[src/design/dds_sweep_regs.svh]
// How it works
// - sweep runs only with auxiliary enable bit set
// - destination field picks frequency or phase target
// - control bit picks edge or level trigger
// - level trigger restarts sweep while input high
// - start and end points from limits register
// - 32-bit frequency, 14-bit MSB-aligned phase limits
// - profile low bits: off, up, down, both
// - parallel mode uses internal profile bits only
// - serial mode: control bit picks pins or bits
// - deltas 32 or 14 bits, rates 16 bits
// - rising words going up, falling going down
// - up: add rising delta per period until end
// - down: subtract falling delta until start point
// - step spacing is ramp rate in clocks
// - step size scales as delta over full range
// - accumulator overflow gives free-running sweep
// - no-dwell bit zeroes accumulator at end point
// - delta and rate rewrites apply to later steps
// - continuous clear holds accumulator at zero
// - auto-clear pulses auxiliary accumulator on update/change
// - auto-clear pulses phase accumulator on update/change
// - auto-clear repeats; both clears act independently
`ifndef DDS_SWEEP_REGS_SVH
`define DDS_SWEEP_REGS_SVH

// register addresses
`define ADDR_CTRL1       8'h00
`define ADDR_LIMITS      8'h06
`define ADDR_DELTAS      8'h07
`define ADDR_RATES       8'h08
`define ADDR_STATUS      8'h09

// first control register fields
`define CTRL1_CONT_CLR_PH   0
`define CTRL1_CONT_CLR_AUX  1
`define CTRL1_AUTO_CLR_PH   2
`define CTRL1_AUTO_CLR_AUX  3
`define CTRL1_NO_DWELL      8
`define CTRL1_LEVEL_TRIG    9
`define CTRL1_AUX_EN        11
`define CTRL1_DEST_LO       12
`define CTRL1_PROF_LO       20
`define CTRL1_PROF_INT      27

// reset values
`define CTRL1_RESET      32'h0000_0000
`define LIMITS_RESET     64'h0000_0000_0000_0000
`define DELTAS_RESET     64'h0000_0000_0000_0000
`define RATES_RESET      32'h0001_0001

// phase words sit in the top 14 bits
`define PHASE_MASK       32'hFFFC_0000
`define DEST_PHASE       2'h1

`endif

[src/design/dds_sweep_pkg.sv]
package dds_sweep_pkg;
    // sweep engine states
    typedef enum logic [1:0] {
        ST_IDLE,
        ST_UP,
        ST_DOWN,
        ST_HOLD
    } sweep_state_t;

    typedef logic [31:0] word_t;     // accumulator word
    typedef logic [15:0] rate_t;     // ramp-rate word
    typedef logic [2:0]  profile_t;  // profile selection
endpackage

[src/design/sweep_step_if.sv]
`timescale 1ns/1ps
// step timer link between sweep engine and its rate timer
interface sweep_step_if;
    logic        load;  // restart the timer
    logic [15:0] rate;  // ramp rate for the current direction
    logic        tick;  // step strobe
    modport timer (input load, input rate, output tick);
    modport ctrl  (output load, output rate, input tick);
endinterface

[src/design/sweep_rate_timer.sv]
`timescale 1ns/1ps
// counts ramp-rate clocks between sweep steps
module sweep_rate_timer #(
    parameter int RATE_W = 16
) (
    input  wire logic   core_clk_in,
    input  wire logic   nrst_in,
    sweep_step_if.timer step
);
    logic [RATE_W-1:0] cnt_r;     // clocks left in this step
    logic [RATE_W-1:0] rate_eff;  // zero rate behaves as one

    assign rate_eff = (step.rate == '0) ? RATE_W'(1) : step.rate;
    // tick on last clock; rate is read live at each reload
    assign step.tick = cnt_r <= RATE_W'(1);

    // reload picks up rewritten rates for later steps
    always_ff @(posedge core_clk_in or negedge nrst_in) begin
        if (!nrst_in) begin
            cnt_r <= RATE_W'(1);
        end else if (step.load || step.tick) begin
            cnt_r <= rate_eff;
        end else begin
            cnt_r <= cnt_r - RATE_W'(1);
        end
    end
endmodule // sweep_rate_timer

[src/design/accum_clear.sv]
`timescale 1ns/1ps
// clear control for one accumulator
module accum_clear (
    input  wire logic core_clk_in,
    input  wire logic nrst_in,
    input  wire logic cont_en_in,   // continuous clear bit
    input  wire logic auto_en_in,   // clear-and-release bit
    input  wire logic update_in,    // register update strobe
    input  wire logic prof_chg_in,  // profile selection changed
    output logic      clear_out     // holds accumulator at zero
);
    // one-clock clear per event, repeated while bit stays set
    always_ff @(posedge core_clk_in or negedge nrst_in) begin
        if (!nrst_in) begin
            clear_out <= 1'b0;
        end else begin
            clear_out <= cont_en_in
                | (auto_en_in & (update_in | prof_chg_in));
        end
    end
endmodule // accum_clear

[src/design/dds_linear_sweep.sv]
`timescale 1ns/1ps
`include "dds_sweep_regs.svh"
// linear sweep engine with accumulator clear logic
module dds_linear_sweep (
    input  wire logic              core_clk_in,
    input  wire logic              nrst_in,
    input  wire logic              wr_en_in,          // register write
    input  wire logic [7:0]        wr_addr_in,        // register address
    input  wire logic [63:0]       wr_data_in,        // write data
    input  wire logic [7:0]        rd_addr_in,        // read address
    output logic [63:0]            rd_data_out,       // read data
    input  wire logic              io_update_in,      // update strobe
    input  wire logic              parallel_mode_in,  // port mode
    input  wire dds_sweep_pkg::profile_t profile_pins_in,
    input  wire dds_sweep_pkg::word_t    frequency_tuning_word_in,
    input  wire logic [13:0]       phase_offset_word_in,
    output dds_sweep_pkg::word_t   freq_word_out,     // to dds core
    output logic [13:0]            phase_word_out,    // to dds core
    output dds_sweep_pkg::word_t   phase_acc_out,     // phase accum
    output logic                   sweep_active_out   // stepping
);
    import dds_sweep_pkg::*;

    logic [31:0]  first_control_register_r;  // mode and clear bits
    logic [63:0]  limits_r;                  // end:start
    logic [63:0]  deltas_r;                  // falling:rising
    logic [31:0]  rates_r;                   // falling:rising
    sweep_state_t state_r;                   // sweep engine state
    sweep_state_t state_nxt;
    word_t        acc_r;                     // auxiliary accumulator
    word_t        acc_nxt;
    word_t        phase_acc_r;               // phase accumulator
    profile_t     prof_sel;                  // chosen profile bits
    profile_t     prof_r;                    // previous selection
    logic         prof_chg;                  // selection changed
    logic         clr_aux;                   // aux clear from control
    logic         clr_ph;                    // phase clear
    logic         sweep_en;
    logic         level_trig;
    logic         no_dwell;
    logic         dest_phase;
    logic [1:0]   mode;                      // sweep direction code
    logic         up_go;                     // start an up ramp
    logic         down_go;                   // start a down ramp
    word_t        mask;                      // phase alignment mask
    word_t        start_pt;
    word_t        end_pt;
    word_t        rise_d;
    word_t        fall_d;
    logic [32:0]  sum;                       // carry shows overflow
    logic [32:0]  diff;                      // borrow shows underflow
    logic         tmr_load;

    sweep_step_if step ();

    // field aliases
    assign sweep_en   = first_control_register_r[`CTRL1_AUX_EN];
    assign level_trig = first_control_register_r[`CTRL1_LEVEL_TRIG];
    assign no_dwell   = first_control_register_r[`CTRL1_NO_DWELL];
    assign dest_phase = first_control_register_r[`CTRL1_DEST_LO +: 2]
                        == `DEST_PHASE;

    // parallel mode forces internal bits; serial mode lets bit choose
    assign prof_sel = (parallel_mode_in
                       || first_control_register_r[`CTRL1_PROF_INT])
                      ? first_control_register_r[`CTRL1_PROF_LO +: 3]
                      : profile_pins_in;
    assign mode     = prof_sel[1:0];
    assign prof_chg = prof_sel != prof_r;

    // phase words keep only the top 14 bits
    assign mask     = dest_phase ? `PHASE_MASK : 32'hFFFF_FFFF;
    assign start_pt = limits_r[31:0] & mask;
    assign end_pt   = limits_r[63:32] & mask;
    assign rise_d   = deltas_r[31:0] & mask;
    assign fall_d   = deltas_r[63:32] & mask;
    // accumulating the delta word gives steps of delta/2^32 of full
    // scale, the same scaling for frequency and for phase
    assign sum  = {1'b0, acc_r} + {1'b0, rise_d};
    assign diff = {1'b0, acc_r} - {1'b0, fall_d};

    // edge mode wants a rising profile bit, level mode the bit itself
    assign up_go   = mode[0]
                     & (level_trig ? prof_sel[0] : !prof_r[0]);
    assign down_go = mode[1]
                     & (level_trig ? prof_sel[1] : !prof_r[1]);

    // register writes land on the next edge, mid-sweep included; rates apply at the next timer reload
    always_ff @(posedge core_clk_in or negedge nrst_in) begin
        if (!nrst_in) begin
            first_control_register_r <= `CTRL1_RESET;
            limits_r <= `LIMITS_RESET;
            deltas_r <= `DELTAS_RESET;
            rates_r  <= `RATES_RESET;
        end else if (wr_en_in) begin
            if (wr_addr_in == `ADDR_CTRL1) begin
                first_control_register_r <= wr_data_in[31:0];
            end else if (wr_addr_in == `ADDR_LIMITS) begin
                limits_r <= wr_data_in;
            end else if (wr_addr_in == `ADDR_DELTAS) begin
                deltas_r <= wr_data_in;
            end else if (wr_addr_in == `ADDR_RATES) begin
                rates_r <= wr_data_in[31:0];
            end
        end
    end

    // registered read-back; unmapped addresses read zero
    always_ff @(posedge core_clk_in or negedge nrst_in) begin
        if (!nrst_in) begin
            rd_data_out <= 64'h0;
        end else if (rd_addr_in == `ADDR_CTRL1) begin
            rd_data_out <= {32'h0, first_control_register_r};
        end else if (rd_addr_in == `ADDR_LIMITS) begin
            rd_data_out <= limits_r;
        end else if (rd_addr_in == `ADDR_DELTAS) begin
            rd_data_out <= deltas_r;
        end else if (rd_addr_in == `ADDR_RATES) begin
            rd_data_out <= {32'h0, rates_r};
        end else if (rd_addr_in == `ADDR_STATUS) begin
            rd_data_out <= {30'h0, state_r, acc_r};
        end else begin
            rd_data_out <= 64'h0;
        end
    end

    // last profile selection, for edges and change detection
    always_ff @(posedge core_clk_in or negedge nrst_in) begin
        if (!nrst_in) begin
            prof_r <= 3'h0;
        end else begin
            prof_r <= prof_sel;
        end
    end

    // independent clear controls, one per accumulator
    accum_clear aux_clear (
        .core_clk_in (core_clk_in),
        .nrst_in     (nrst_in),
        .cont_en_in  (first_control_register_r[`CTRL1_CONT_CLR_AUX]),
        .auto_en_in  (first_control_register_r[`CTRL1_AUTO_CLR_AUX]),
        .update_in   (io_update_in),
        .prof_chg_in (prof_chg),
        .clear_out   (clr_aux)
    );

    accum_clear ph_clear (
        .core_clk_in (core_clk_in),
        .nrst_in     (nrst_in),
        .cont_en_in  (first_control_register_r[`CTRL1_CONT_CLR_PH]),
        .auto_en_in  (first_control_register_r[`CTRL1_AUTO_CLR_PH]),
        .update_in   (io_update_in),
        .prof_chg_in (prof_chg),
        .clear_out   (clr_ph)
    );

    sweep_rate_timer #(.RATE_W(16)) timer (
        .core_clk_in (core_clk_in),
        .nrst_in     (nrst_in),
        .step        (step.timer)
    );

    // timer rate follows the direction being entered or held
    assign step.load = tmr_load;
    assign step.rate = (state_nxt == ST_DOWN) ? rates_r[31:16]
                                              : rates_r[15:0];

    // sweep engine next state
    always_comb begin
        state_nxt = state_r;
        acc_nxt   = acc_r;
        tmr_load  = 1'b0;
        if (clr_aux) begin
            state_nxt = ST_IDLE;
            acc_nxt   = 32'h0;
        end else if (!sweep_en || mode == 2'b00) begin
            state_nxt = ST_IDLE;
        end else begin
            case (state_r)
                ST_IDLE, ST_HOLD: begin
                    // hold state restarts only on level or a new edge
                    if (up_go) begin
                        state_nxt = ST_UP;
                        acc_nxt   = start_pt;
                        tmr_load  = 1'b1;
                    end else if (down_go) begin
                        state_nxt = ST_DOWN;
                        acc_nxt   = end_pt;
                        tmr_load  = 1'b1;
                    end
                end
                ST_UP: begin
                    if (step.tick) begin
                        // a carry wraps past the limit and runs free
                        if (!sum[32] && sum[31:0] >= end_pt) begin
                            acc_nxt = no_dwell ? 32'h0 : end_pt;
                            if (mode == 2'b11) begin
                                state_nxt = ST_DOWN;
                                tmr_load  = 1'b1;
                            end else begin
                                state_nxt = ST_HOLD;
                            end
                        end else begin
                            acc_nxt = sum[31:0];
                        end
                    end
                end
                ST_DOWN: begin
                    if (step.tick) begin
                        if (diff[32] || diff[31:0] <= start_pt) begin
                            acc_nxt = start_pt;
                            if (mode == 2'b11) begin
                                state_nxt = ST_UP;
                                tmr_load  = 1'b1;
                            end else begin
                                state_nxt = ST_HOLD;
                            end
                        end else begin
                            acc_nxt = diff[31:0];
                        end
                    end
                end
                default: begin
                    state_nxt = ST_IDLE;
                end
            endcase
        end
    end

    // sweep engine state registers
    always_ff @(posedge core_clk_in or negedge nrst_in) begin
        if (!nrst_in) begin
            state_r <= ST_IDLE;
            acc_r   <= 32'h0;
        end else begin
            state_r <= state_nxt;
            acc_r   <= acc_nxt;
        end
    end

    // phase accumulator, cleared by its own control
    always_ff @(posedge core_clk_in or negedge nrst_in) begin
        if (!nrst_in) begin
            phase_acc_r <= 32'h0;
        end else if (clr_ph) begin
            phase_acc_r <= 32'h0;
        end else begin
            phase_acc_r <= 32'(phase_acc_r + freq_word_out);
        end
    end

    // sweep output replaces the programmed word of its destination
    always_ff @(posedge core_clk_in or negedge nrst_in) begin
        if (!nrst_in) begin
            freq_word_out  <= 32'h0;
            phase_word_out <= 14'h0;
        end else begin
            freq_word_out  <= (sweep_en && !dest_phase)
                              ? acc_r : frequency_tuning_word_in;
            phase_word_out <= (sweep_en && dest_phase)
                              ? acc_r[31:18] : phase_offset_word_in;
        end
    end

    assign phase_acc_out    = phase_acc_r;
    assign sweep_active_out = (state_r == ST_UP) || (state_r == ST_DOWN);
endmodule // dds_linear_sweep

[config.mk]
export PLATFORM = sky130hd
export DESIGN_NAME = dds_linear_sweep
export DESIGN_NICKNAME = d
export VERILOG_FILES = /design/src/design/dds_sweep_pkg.sv /design/src/design/sweep_step_if.sv /design/src/design/sweep_rate_timer.sv /design/src/design/accum_clear.sv /design/src/design/dds_linear_sweep.sv
export VERILOG_INCLUDE_DIRS = /design/src /design/src/design
export SDC_FILE = /design/constraint.sdc
export NUM_CORES = 1
export LEC_CHECK = 0
export ABC_AREA = 1
export BUFFER_PORTS_ARGS = -buffer_cell sky130_fd_sc_hd__clkbuf_2
export CAP_MARGIN = 40
export CORE_ASPECT_RATIO = 1.5
export CORE_MARGIN = 2
export CORE_UTILIZATION = 40
export CTS_CLUSTER_SIZE = 10
export DETAILED_ROUTE_END_ITERATION = 10
export HOLD_SLACK_MARGIN = 0.03
export SETUP_SLACK_MARGIN = 0.15
export SYNTH_ARGS = -nofsm -noshare
export SYNTH_HDL_FRONTEND = slang
export SYNTH_SLANG_ARGS = --single-unit
[constraint.sdc]
create_clock -name core_clk_in -period 7.2 [get_ports core_clk_in]
set_input_delay 0.36 -clock core_clk_in [delete_from_list [all_inputs] [get_ports core_clk_in]]
set_output_delay 0.36 -clock core_clk_in [all_outputs]
set_load 0.01 [all_outputs]
==> flow_metrics.tcl <==
set metrics [dict create \
    grt_pass1_vias 22000 \
    drv_cap 0 \
    ys_seq_area_share_pct 41.1 \
    hold_path.class "in -> reg" \
    cts_setup_buffers 0 \
    synth_largest_area_cell "dfrtp_1" \
    hold_viol 0 \
    clk_pin_slew_worst_paths_ps 60 \
    rows 109 \
    dp_hpwl_mm 71.0 \
    synthTopCellsByArea "dfrtp_1 41%, nand2_1 11%, ha_1 8.6%, o21ai_0 8.5%, inv_1 6.1%" \
    drt_wl_total_mm 90.6 \
    ctsRootBufferMaster "clkbuf_16" \
    firstDrtPassIters 6 \
    grt_pass1_wl_mm 135 \
    start_kind "flip-flop" \
    synthesis.nets 3396 \
    cts_resized 0 \
    drc 0 \
    post_drt_wl_per_cell_microns 21.6 \
    status "finished, final reports clean" \
    ys.flop_type "dfrtp_1" \
    worstSetupPathType "reg -> reg" \
    drt-initial-drc-count 1822 \
    area_growth_pct 17.8 \
    coreArea_sq_mm 0.0588 \
    tightest_slew_ps 928 \
    cts_buffers 46 \
    drv_slew 0 \
    antenna_found_initial 0 \
    period_share_pct 89.8 \
    dp_cells 4059 \
    slowest_delay_ps 440 \
    start_util_pct 40.3 \
    seq_area_sq_mm 0.00974 \
    clock_path_buffers 3 \
    max_freq_mhz 155 \
    vias_per_cell 5.42 \
    hold_start "wr_data_in[63]" \
    insertedDiodeCount 0 \
    grt_setup_unrepaired "false" \
    internal-power_uw 4600 \
    r2r-start "first_control_register_r[13]" \
    final_cell_mix "690 x nand2_1, 400 x o21ai_0, 387 x inv_1, 386 x dfrtp_1, 275 x clkbuf_2" \
    tns_ps 0 \
    finalSetupViolations 0 \
    worstSkewPairLatency_ps 590 \
    ys_seq_elements 389 \
    power_switching_share_pct 37.3 \
    portBuffers 276 \
    syn-instance-count 3096 \
    holdPathStages 3 \
    seqPwrFrac_pct 35.2 \
    clkSinkCount 389 \
    synth_edf_count 0 \
    critPathArrivalTime_ps 6980 \
    grt_max_degree 158 \
    vias 22700 \
    yosysWarningCount 0 \
    grt_overflow 0 \
    fp.dieH_microns 302 \
    cpMaxStageDelayCell "a21oi_4" \
    crit_top_cell "nand2_1" \
    clkPwrFrac_pct 29.9 \
    ir_worst_vdd_mv 0.170 \
    maxSlewHeadroom_pct 38.1 \
    cts_tree "built" \
    fillers 5987 \
    htreeDepth 2 \
    die_width_microns 203 \
    r2r_end "timer.cnt_r[0]" \
    synth_top_cell_area_share_pct 40.8 \
    synth_cell_types 51 \
    drtAntennaViolNets 0 \
    syn_area_per_cell_sq_um 7.65 \
    place.gp.congestion 1.02 \
    power_density_mw_per_mm2 263 \
    track_usage_pct 29.3 \
    drive_gt1_share_pct 11.7 \
    final_common_cell "nand2_1" \
    p_comb_share_pct 34.9 \
    synthArstFlopShare_pct 100 \
    path_max_fanout 18 \
    hold_end "limits_r[63]" \
    skew_ps 25.5 \
    boundaryPins 277 \
    power_uw 7340 \
    synth_area_sq_mm 0.0237 \
    layoutNonFillerInstCount 4192 \
    dieArea_sq_mm 0.0612 \
    switching_power_uw 2740 \
    cp-end-kind "flip-flop" \
    fin_nets 3689 \
    multi_input_area_sq_mm 0.0120 \
    reg2reg_depth 36 \
    min_period_ps 6460 \
    leakage_uw 0.0139 \
    worstPathRequired_ps 7720 \
    reg2reg_setup_slack_ps 740 \
]
[kinds of logic (layout without fill, tap and decap cells)]
family / Yosys count / after routing / share of synthesized area [%]
and+or+nand+nor: 1037 / 1037 / 17.7
AOI/OAI and AO/OA: 908 / 908 / 21.3
buffers and inverters: 520 / 839 / 8.29
DFF: 389 / 389 / 41.1
adders and majority gates: 166 / 166 / 8.86
xor gates and xnor gates: 76 / 76 / 2.81
[registers in the layout, summed over array words and instances (netlist names)]
register and flops:
phase_acc_out 32, ph_clear.clear_out 1, prof_r 3, state_r 2
timer.cnt_r 16, acc_r 32, limits_r 64, aux_clear.clear_out 1
rd_data_out 64, deltas_r 64, freq_word_out 32, phase_word_out 14
rates_r 32, first_control_register_r 32
[power groups by stage]
stage / Sequential, uW / Clock, uW / Combinational [uW]
global placement: 2620 / 0 / 2500
global route: 2610 / 2320 / 2870
finish: 2590 / 2190 / 2560
detailed placement: 2630 / 0 / 2520
floorplan: 2610 / 0 / 1700
CTS: 2590 / 2240 / 2550
[layout make-up]
cell class / instances / share of cell area (%)
Clock buffer: 71 / 4.72
Clock inverter: 3 / 0.157
Inverter: 396 / 5.32
Multi-Input combinational cell: 2187 / 43.1
Sequential cell: 389 / 34.9
Tap cell: 777 / 3.48
Timing Repair Buffer: 369 / 8.32
[timing repair]
action	CTS	global route
setup endpoints to repair	0	0
hold buffers	59	0
endpoints found under the hold margin	152	0
[worst max path at each step]
stage	from	endpoint	slack, ps	depth (start not counted)
after CTS	first_control_register_r[13]	timer.cnt_r[0]	790	36
after global placement	first_control_register_r[13]	timer.cnt_r[0]	840	36
final	first_control_register_r[13]	timer.cnt_r[0]	740	36
after detailed placement	first_control_register_r[13]	timer.cnt_r[0]	810	36
after floorplan	first_control_register_r[13]	timer.cnt_r[0]	1690	38
after global routing	first_control_register_r[13]	timer.cnt_r[0]	180	36
[per-stage QoR]
| step | hold WS [ps] | worst slack [ps] | utilization, % | instance area, sq um |
|---|---|---|---|---|
| after floorplan | 64.4 | 1690 | - | 23700 |
| after global placement | 436 | 839 | 44.1 | 25900 |
| after detailed placement | 434 | 810 | 44.2 | 26000 |
| after CTS | 31.2 | 793 | 47.5 | 27900 |
| after global routing | 59.7 | 176 | 47.5 | 27900 |
| final | 39.5 | 737 | 47.5 | 27900 |
[cells in the mapped netlist (24+ instances only)]
library cell / instances
ha_1: 163
o21ai_0: 400
xor2_1: 41
nand3_1: 99
xnor2_1: 35
clkbuf_1: 116
o21ai_1: 24
dfrtp_1: 386
o211ai_1: 49
nand2_1: 691
o22ai_1: 59
nor2_1: 189
a21oi_1: 270
inv_1: 387
[worst max-delay path: cells and delay by family (launching register included)]
kind | cells | cell delay, ps
AO/OA/AOI/OAI | 10 | 2290
buffers and inverters | 5 | 590
AND/OR/NAND/NOR | 17 | 2070
flip-flops | 1 | 400
adder cells (fa/ha/maj) | 3 | 690
XOR/XNOR | 1 | 340
[routing by layer]
layer	track usage [%]	vias to the layer above	share of wire, %
met5	0	-	0
met2	48.2	896	46
met1	35.1	10700	39
li1	-	10900	-
met3	3.76	230	5.9
met4	22.5	0	8.9
Note: power is estimated with default switching activity, not from simulation.
